File: config.mk
export PLATFORM = sky130hd
export DESIGN_NAME = acc_top
export DESIGN_NICKNAME = d
export VERILOG_FILES = /design/src/rtl/acc_pkg.sv /design/src/rtl/acc_top.sv
export VERILOG_INCLUDE_DIRS = /design/src /design/src/rtl
export SDC_FILE = /design/constraint.sdc
export NUM_CORES = 1
export LEC_CHECK = 0
export BUFFER_PORTS_ARGS = -buffer_cell sky130_fd_sc_hd__buf_2
export CORE_MARGIN = 2
export CORE_UTILIZATION = 40
export DETAILED_ROUTE_END_ITERATION = 8
export PLACE_DENSITY = 0.66
export SETUP_SLACK_MARGIN = 0.4
export SYNTH_ARGS = -nofsm -noshare
export SYNTH_HDL_FRONTEND = slang
export SYNTH_SLANG_ARGS = --single-unit
File: constraint.sdc
create_clock -name REF_CLK -period 4.5 [get_ports REF_CLK]
set_input_delay 0.675 -clock REF_CLK [delete_from_list [all_inputs] [get_ports REF_CLK]]
set_output_delay 0.675 -clock REF_CLK [all_outputs]
set_load 0.01 [all_outputs]
File: src/rtl/acc_params.svh
// What this block does
// - Load high result; other high bits zero
// - Load low result on every completion not dropped by the lock
// - High read locks results until low read
// - Drop results finishing while lock holds
// - No interlock in 8-bit mode
// - Power bit selects reduced or high speed
// - Divide input clock by 1,2,4,8
// - Select bus or alternate clock source
// - Decode mode field, four settings
// - Reset selects 8-bit write-triggered mode
// - Round result to 8 or 10 bits
// - Sample 23.5 or 3.5 conversion cycles; taken here as 24 or 4 whole cycles
// - Own clock runs only while converting
// - Bus clock source stops in stop mode
// - Control write aborts, restarts unless off or in reserved/external mode
// - Completion flag set, cleared by write/read
// - Continuous stops on clock write, and on stop unless own clock
`ifndef ACC_PARAMS_SVH
`define ACC_PARAMS_SVH
// Register offsets
`define ACC_OFS_SCR 8'h3c
`define ACC_OFS_HIGH 8'h3d
`define ACC_OFS_LOW 8'h3e
`define ACC_OFS_CLK 8'h3f
`define ACC_OFS_ISR 8'h40
`define ACC_OFS_IMR 8'h41
// Control register fields
`define ACC_SCR_CONVERSION_COMPLETE_FLAG 7
`define ACC_SCR_AIEN 6
`define ACC_SCR_CONT 5
`define ACC_CH_OFF 5'h1f
// Clock register fields
`define ACC_CLK_LPC 7
`define ACC_CLK_ICS 4
`define ACC_CLK_LSMP 1
`define ACC_CLK_ACLK 0
// Reset values
`define ACC_SCR_RST 8'h1f
`define ACC_CLK_RST 8'h00
// Sample times in tenths of a conversion cycle
`define ACC_SAMP_SHORT_X10 35
`define ACC_SAMP_LONG_X10 235
`define ACC_SAMP_SHORT_CYC ((`ACC_SAMP_SHORT_X10 + 9) / 10)
`define ACC_SAMP_LONG_CYC ((`ACC_SAMP_LONG_X10 + 9) / 10)
// Conversion steps per width
`define ACC_STEPS8 8
`define ACC_STEPS10 10
`endif

File: src/rtl/acc_pkg.sv
package acc_pkg;
  // Resolution and trigger modes
  typedef enum logic [1:0] {
    ACC_M8_WRITE  = 2'b00,
    ACC_M10_WRITE = 2'b01,
    ACC_M_RSVD    = 2'b10,
    ACC_M10_EXT   = 2'b11
  } acc_mode_t;
  // Converter sequence
  typedef enum logic [1:0] {
    ACC_IDLE    = 2'b00,
    ACC_SAMPLE  = 2'b01,
    ACC_CONVERT = 2'b10
  } acc_phase_t;
  // All state of the block
  typedef struct packed {
    logic [4:0]  ch;
    logic        cont;
    logic        aien;
    logic        conversion_complete_flag;
    logic [7:0]  clk;
    logic [9:0]  res;
    logic        lock;
    acc_phase_t  ph;
    logic [4:0]  cnt;
    logic [2:0]  dcnt;
    logic [7:0]  acnt;
    logic [11:0] raw;
    logic [1:0]  isr;
    logic [1:0]  imr;
    logic [7:0]  rdata;
    logic        irq;
    logic        busy;
    logic        aact;
    logic        samp;
  } acc_st_t;
endpackage

File: src/rtl/acc_top.sv
// Chosen here: strobed register access.
`timescale 1ns/1ps
`include "acc_params.svh"
module acc_top #(
  parameter logic [7:0] ASYNC_DIV = 8'h04
) (
  input  wire logic        REF_CLK,
  input  wire logic        RST,
  input  wire logic [7:0]  ADDR,
  input  wire logic [7:0]  WDATA,
  input  wire logic        WR,
  input  wire logic        RD,
  output      logic [7:0]  RDATA,
  input  wire logic [11:0] ANALOG_CODE,
  input  wire logic        ALT_CLK_TICK,
  input  wire logic        EXT_TRIGGER,
  input  wire logic        STOP_MODE,
  output      logic [4:0]  CHANNEL,
  output      logic        SAMPLE,
  output      logic        BUSY,
  output      logic        LOW_POWER,
  output      logic        ASYNC_ACTIVE,
  output      logic        IRQ
);

  ////////////////////////////////////////////////////////////////////
  // Declarations

  acc_pkg::acc_st_t   q;      // Registered state
  acc_pkg::acc_st_t   d;      // Next state
  acc_pkg::acc_mode_t mode;   // Current mode field
  logic        ten;           // Ten-bit operation
  logic        wr_scr;        // Control register write
  logic        wr_clk;        // Clock register write
  logic        wr_isr;        // Status clear write
  logic        wr_imr;        // Mask write
  logic        rd_high;       // High result read
  logic        rd_low;        // Low result read
  logic        aon;           // Own clock generator running
  logic        atick;         // Own clock edge
  logic        src;           // Input clock edge
  logic        ctick;         // Conversion clock edge
  logic [2:0]  dlast;         // Divider terminal count
  logic [4:0]  slast;         // Last sample cycle
  logic [4:0]  blast;         // Last conversion step
  logic [12:0] sum10;         // Rounding sum, 10 bits
  logic [12:0] sum8;          // Rounding sum, 8 bits
  logic [9:0]  rnd;           // Rounded result
  logic        done;          // Conversion finished
  logic        drop;          // Finished result lost
  logic        ch_on;         // Channel not the off code
  logic [1:0]  ev;            // Events this cycle

  ////////////////////////////////////////////////////////////////////
  // Outputs, all straight from flops

  assign RDATA        = q.rdata;
  assign CHANNEL      = q.ch;
  assign SAMPLE       = q.samp;
  assign BUSY         = q.busy;
  assign LOW_POWER    = q.clk[`ACC_CLK_LPC];
  assign ASYNC_ACTIVE = q.aact;
  assign IRQ          = q.irq;

  ////////////////////////////////////////////////////////////////////
  // Bus decode

  // One strobe at a time, so a plain chain suffices
  always_comb begin
    wr_scr  = 1'b0;
    wr_clk  = 1'b0;
    wr_isr  = 1'b0;
    wr_imr  = 1'b0;
    rd_high = 1'b0;
    rd_low  = 1'b0;
    if (WR && ADDR == `ACC_OFS_SCR) begin
      wr_scr = 1'b1;
    end else if (WR && ADDR == `ACC_OFS_CLK) begin
      wr_clk = 1'b1;
    end else if (WR && ADDR == `ACC_OFS_ISR) begin
      wr_isr = 1'b1;
    end else if (WR && ADDR == `ACC_OFS_IMR) begin
      wr_imr = 1'b1;
    end else if (RD && ADDR == `ACC_OFS_HIGH) begin
      rd_high = 1'b1;
    end else if (RD && ADDR == `ACC_OFS_LOW) begin
      rd_low = 1'b1;
    end
  end

  ////////////////////////////////////////////////////////////////////
  // Clock selection and division

  always_comb begin
    mode = acc_pkg::acc_mode_t'(q.clk[3:2]);
    // Reserved mode counts as ten-bit for steps, rounding, storage and interlock
    ten  = (mode != acc_pkg::ACC_M8_WRITE);
    // Own generator stays idle between conversions to save power
    aon   = q.clk[`ACC_CLK_ACLK] && q.busy;
    atick = aon && (q.acnt == 8'(ASYNC_DIV - 8'h01));
    // Bus clock gives an edge every cycle
    if (q.clk[`ACC_CLK_ACLK]) begin
      src = atick;
    end else if (q.clk[`ACC_CLK_ICS]) begin
      src = 1'b1;
    end else begin
      src = ALT_CLK_TICK;
    end
    dlast = 3'((4'h1 << q.clk[6:5]) - 4'h1);
    ctick = src && (q.dcnt == dlast);
    // Half cycle rounded up: only whole edges are seen here
    if (q.clk[`ACC_CLK_LSMP]) begin
      slast = 5'(`ACC_SAMP_LONG_CYC - 1);
    end else begin
      slast = 5'(`ACC_SAMP_SHORT_CYC - 1);
    end
    blast = ten ? 5'(`ACC_STEPS10 - 1) : 5'(`ACC_STEPS8 - 1);
    ch_on = (q.ch != `ACC_CH_OFF);
  end

  ////////////////////////////////////////////////////////////////////
  // Rounding of the raw code

  // Half an output step is added, then truncated; top code saturates
  always_comb begin
    sum10 = {1'b0, q.raw} + 13'h0002;
    sum8  = {1'b0, q.raw} + 13'h0008;
    if (!ten) begin
      rnd = sum8[12] ? 10'h0ff : {2'b00, sum8[11:4]};
    end else begin
      rnd = sum10[12] ? 10'h3ff : sum10[11:2];
    end
  end

  ////////////////////////////////////////////////////////////////////
  // Next state

  always_comb begin
    d    = q;
    done = 1'b0;
    drop = 1'b0;
    // Own clock prescaler
    if (aon) begin
      d.acnt = atick ? 8'h00 : 8'(q.acnt + 8'h01);
    end else begin
      d.acnt = 8'h00;
    end
    // Conversion clock divider, reset while idle
    if (!q.busy) begin
      d.dcnt = 3'h0;
    end else if (src) begin
      d.dcnt = ctick ? 3'h0 : 3'(q.dcnt + 3'h1);
    end
    // Sample then approximate
    case (q.ph)
      acc_pkg::ACC_IDLE: begin
        d.cnt = 5'h00;
      end
      acc_pkg::ACC_SAMPLE: begin
        if (ctick && q.cnt == slast) begin
          d.raw = ANALOG_CODE;
          d.ph  = acc_pkg::ACC_CONVERT;
          d.cnt = 5'h00;
        end else if (ctick) begin
          d.cnt = 5'(q.cnt + 5'h01);
        end
      end
      acc_pkg::ACC_CONVERT: begin
        if (ctick && q.cnt == blast) begin
          done = 1'b1;
        end else if (ctick) begin
          d.cnt = 5'(q.cnt + 5'h01);
        end
      end
      default: begin
        d.ph = acc_pkg::ACC_IDLE;
      end
    endcase
    // Completion: store unless the interlock holds
    if (done) begin
      if (q.lock && ten) begin
        drop = 1'b1;
      end else begin
        d.res = rnd;
      end
      d.cnt = 5'h00;
      d.ph  = q.cont ? acc_pkg::ACC_SAMPLE : acc_pkg::ACC_IDLE;
    end
    // Interlock: armed by high read in ten-bit mode only
    if (rd_high && ten) begin
      d.lock = 1'b1;
    end else if (rd_low || !ten) begin
      d.lock = 1'b0;
    end
    // Control write aborts whatever runs
    if (wr_scr) begin
      d.ch   = WDATA[4:0];
      d.cont = WDATA[`ACC_SCR_CONT];
      d.aien = WDATA[`ACC_SCR_AIEN];
      d.cnt  = 5'h00;
      if (WDATA[4:0] != `ACC_CH_OFF && !mode[1]) begin
        d.ph = acc_pkg::ACC_SAMPLE;
      end else begin
        d.ph = acc_pkg::ACC_IDLE;
      end
    end else if (mode == acc_pkg::ACC_M10_EXT && q.ph == acc_pkg::ACC_IDLE
                 && EXT_TRIGGER && ch_on) begin
      d.ph  = acc_pkg::ACC_SAMPLE;
      d.cnt = 5'h00;
    end
    // Clock write ends continuous running
    if (wr_clk) begin
      d.clk  = WDATA;
      d.cont = 1'b0;
    end
    // Stop mode halts a bus or alternate clocked conversion
    if (STOP_MODE && !q.clk[`ACC_CLK_ACLK]) begin
      d.ph   = acc_pkg::ACC_IDLE;
      d.cont = 1'b0;
      d.cnt  = 5'h00;
    end
    // Completion flag, a new completion wins over a clear
    d.conversion_complete_flag = done || (q.conversion_complete_flag && !(wr_scr || rd_low));
    // Sticky events: bit 0 done, bit 1 result dropped
    ev    = {drop, done};
    d.isr = ev | (q.isr & ~(wr_isr ? WDATA[1:0] : 2'b00));
    if (wr_imr) begin
      d.imr = WDATA[1:0];
    end
    // Read data for the next cycle only
    d.rdata = 8'h00;
    if (RD && ADDR == `ACC_OFS_SCR) begin
      d.rdata = {q.conversion_complete_flag, q.aien, q.cont, q.ch};
    end else if (rd_high) begin
      d.rdata = ten ? {6'h00, q.res[9:8]} : 8'h00;
    end else if (rd_low) begin
      d.rdata = q.res[7:0];
    end else if (RD && ADDR == `ACC_OFS_CLK) begin
      d.rdata = q.clk;
    end else if (RD && ADDR == `ACC_OFS_ISR) begin
      d.rdata = {6'h00, q.isr};
    end else if (RD && ADDR == `ACC_OFS_IMR) begin
      d.rdata = {6'h00, q.imr};
    end
    // Flopped status outputs
    d.busy = (d.ph != acc_pkg::ACC_IDLE);
    d.aact = d.busy && d.clk[`ACC_CLK_ACLK];
    d.samp = (d.ph == acc_pkg::ACC_SAMPLE);
    d.irq  = |(d.isr & d.imr);
  end

  ////////////////////////////////////////////////////////////////////
  // State register

  always_ff @(posedge REF_CLK) begin
    if (RST) begin
      q       <= '0;
      q.ch    <= 5'(`ACC_SCR_RST); // Channel field only: the off code
      q.clk   <= `ACC_CLK_RST;
      q.ph    <= acc_pkg::ACC_IDLE;
    end else begin
      q <= d;
    end
  end
endmodule

==> results_dict.tcl <==
set metrics [dict create \
    outcome "finished clean" \
    antenna_found_initial 0 \
    setup_tns_ns 0 \
    leakage_nw 1.55 \
    die_x_um 102 \
    final_cell_mix "dfxtp_1 (72), nor2_1 (69), buf_2 (51)" \
    grt_max_degree 49 \
    synth.area.top_cells "dfxtp_1 (38%), mux2i_1 (8.7%), nor2_1 (6.8%)" \
    tightest_slew_ns 0.840 \
    clk_pin_slew_ns 0.08 \
    cts_setup_buffers 0 \
    drt-vias-per-instance 5.13 \
    diodes 0 \
    synthArstFlopShare_pct 0 \
    hp-class "register to register" \
    layout_commonest_cell "dfxtp_1" \
    clkLatencyLatePin_ns 0.35 \
    core_um2 9240 \
    setup.worst_path.start_class "register" \
    ys_warn_count 0 \
    htree_levels 3 \
    reg2reg_slack_ns 2.01 \
    crit_fanout 11 \
    fmax_mhz 401 \
    rsz0062_at_grt "no" \
    die_h_um 102 \
    path_class "register to register" \
    layout-drive-gt1-share_pct 18.2 \
    die-area_um2 10300 \
    hold_violations 0 \
    timing.max_cap.violations 0 \
    grt_use_total_pct 16.9 \
    finalMaxSlewViolations 0 \
    netlist_area_um2 3810 \
    syn_inst 438 \
    cp-endpoint "IRQ$_SDFF_PP0_" \
    fillers 928 \
    clock_sinks 72 \
    crit_start "q[28]$_SDFF_PP0_" \
    synth-seq-cells 72 \
    drt_iter0_drc 98 \
    placed_area_um2 4040 \
    cts_hold_buf 0 \
    cts_tree "done" \
    dp_hpwl_um 6180 \
    firstDrtPassIters 4 \
    crit_required_ns 4.73 \
    post-route-period-util_pct 55.4 \
    area_growth_pct 11.0 \
    r2r-end "IRQ$_SDFF_PP0_" \
    ant_nets 0 \
    ioPinCount 53 \
    arrival_ns 2.72 \
    final_nets 512 \
    yosysSeqAreaShare_pct 37.8 \
    synth_fp_nets 482 \
    power.density_nw_per_um2 283 \
    post_drt_wl_per_cell_um 13.8 \
    finalInstanceArea_um2 4230 \
    ys.flop_type "dfxtp_1" \
    initial_core_util_pct 41.3 \
    yosysTopAreaCell "dfxtp_1" \
    critPathCaptureType "register" \
    cts_buffers 9 \
    avgSynthCellArea_um2 8.71 \
    grt_pass1_vias 2977 \
    r2r_cells 7 \
    multi_input_area_um2 2130 \
    grt_pass1_wl_um 13900 \
    finalNonFillerCells 602 \
    slew_headroom_pct 44.0 \
    globalRouteOverflowTotal 0 \
    pre_cts_slack_ns 1.86 \
    synth_edf_count 0 \
    postCtsResizedCells 0 \
    io_buffers 51 \
    wl_um 8310 \
    vias 3091 \
    place.gp.congestion 0.826 \
    finalSetupViolations 0 \
    dp_cells 586 \
    worstReg2RegStart "q[28]$_SDFF_PP0_" \
    vdd_drop_max_mv 0.134 \
    layout_setup_ws_ns 2.01 \
    rows 35 \
    p_total_mw 1.20 \
    skew_ns 0.0182 \
    drc 0 \
    clock_tree.root_cell "clkbuf_8" \
    post-route-util_pct 45.8 \
    fin_hold_ws_ns 0.461 \
    clk_path_buf_depth 2 \
    synth_cell_types 68 \
    register_area_um2 1440 \
    synth_top_cell_area_share_pct 37.8 \
    fin_crit_ns 2.49 \
]
-- synth_stat cells, types with 2 or more instances --
master and count:
inv_1 12, or3_1 4, nand2b_1 5, a21oi_1 25, nor3b_1 3, o31ai_1 2, buf_2 4, a31oi_1 3
or2_2 2, clkbuf_1 11, dfxtp_1 72, nand3_1 15, nand4b_1 2, nand2_1 41, nand3b_1 7, buf_6 2
mux2i_1 33, o21ai_0 10, and3_1 7, nand4bb_1 2, xnor2_1 11, and4_1 2, a32oi_1 2, ha_1 9
and3b_1 2, buf_4 14, a211oi_1 2, xor2_1 11, a22oi_1 4, nand4_1 2, nor3_1 6, a221o_1 7
nor2_1 69
-- worst min-delay path by stage --
stage               slack (ns)                 end  cells past startpoint          startpoint
floorplan                 0.43    q[28]$_SDFF_PP0_                      1    q[28]$_SDFF_PP0_
global placement          0.44    q[28]$_SDFF_PP0_                      1    q[28]$_SDFF_PP0_
detailed placement        0.45  q[66]$_SDFFE_PP0P_                      2  q[66]$_SDFFE_PP0P_
CTS                       0.46  q[66]$_SDFFE_PP0P_                      2  q[66]$_SDFFE_PP0P_
global route              0.48  q[66]$_SDFFE_PP0P_                      2  q[66]$_SDFFE_PP0P_
finish                    0.46  q[47]$_SDFFE_PP0P_                      2  q[47]$_SDFFE_PP0P_
-- area by class of cell --
class                      instances  share of cell area (%)
multi-input combinational        322                    50.4
sequential                        72                    34.1
timing repair buffer              51                    6.03
tap                              129                    3.81
clock buffer                      10                    3.02
clock inverter                     6                    1.60
inverter                          12                    1.06
-- cells by family (layout without fill, tap and decap cells) --
| kind of cell | Yosys count | in the layout | synth area share, % |
|---|---|---|---|
| AND/OR/NAND/NOR | 186 | 186 | 25.7 |
| flip-flops | 72 | 72 | 37.8 |
| AO/OA/AOI/OAI | 70 | 70 | 13.0 |
| buffers and inverters | 44 | 79 | 6.23 |
| multiplexers | 35 | 35 | 9.32 |
| XOR/XNOR | 22 | 22 | 5.05 |
| adder cells (fa/ha/maj) | 9 | 9 | 2.95 |
-- state kept, by name, indices dropped and copies added, names as in the netlist --
register      cells
CHANNEL           5
LOW_POWER         1
SAMPLE            1
BUSY              1
ASYNC_ACTIVE      1
IRQ               1
RDATA             8
mode              2
q                52
-- report_power, final --
group	leakage, nW	internal (mW)	total (mW)	switching (mW)
sequential	0.580	0.637	0.637	0.000277
combinational	0.874	0.0201	0.0490	0.0289
clock	0.0929	0.258	0.512	0.254
-- worst max-delay path: stages, from the launching register on --
cell and delay [ns]:
dfxtp_1 0.38, ha_1 0.22, nor4b_4 0.24, a41oi_2 0.22, a21oi_2 0.46, nand2_1 0.32
a2bb2oi_1 0.23, o31ai_1 0.30
-- per-layer routing --
metal / GRT usage (%) / wire length [um] / vias up
met5: 0 / 0 / -
met4: 6.55 / 174 / 0
met3: 3.80 / 380 / 15
met2: 26.6 / 3750 / 73
met1: 22.6 / 4010 / 1426
li1: - / - / 1577
No activity file was read; power rests on OpenSTA's default activity.
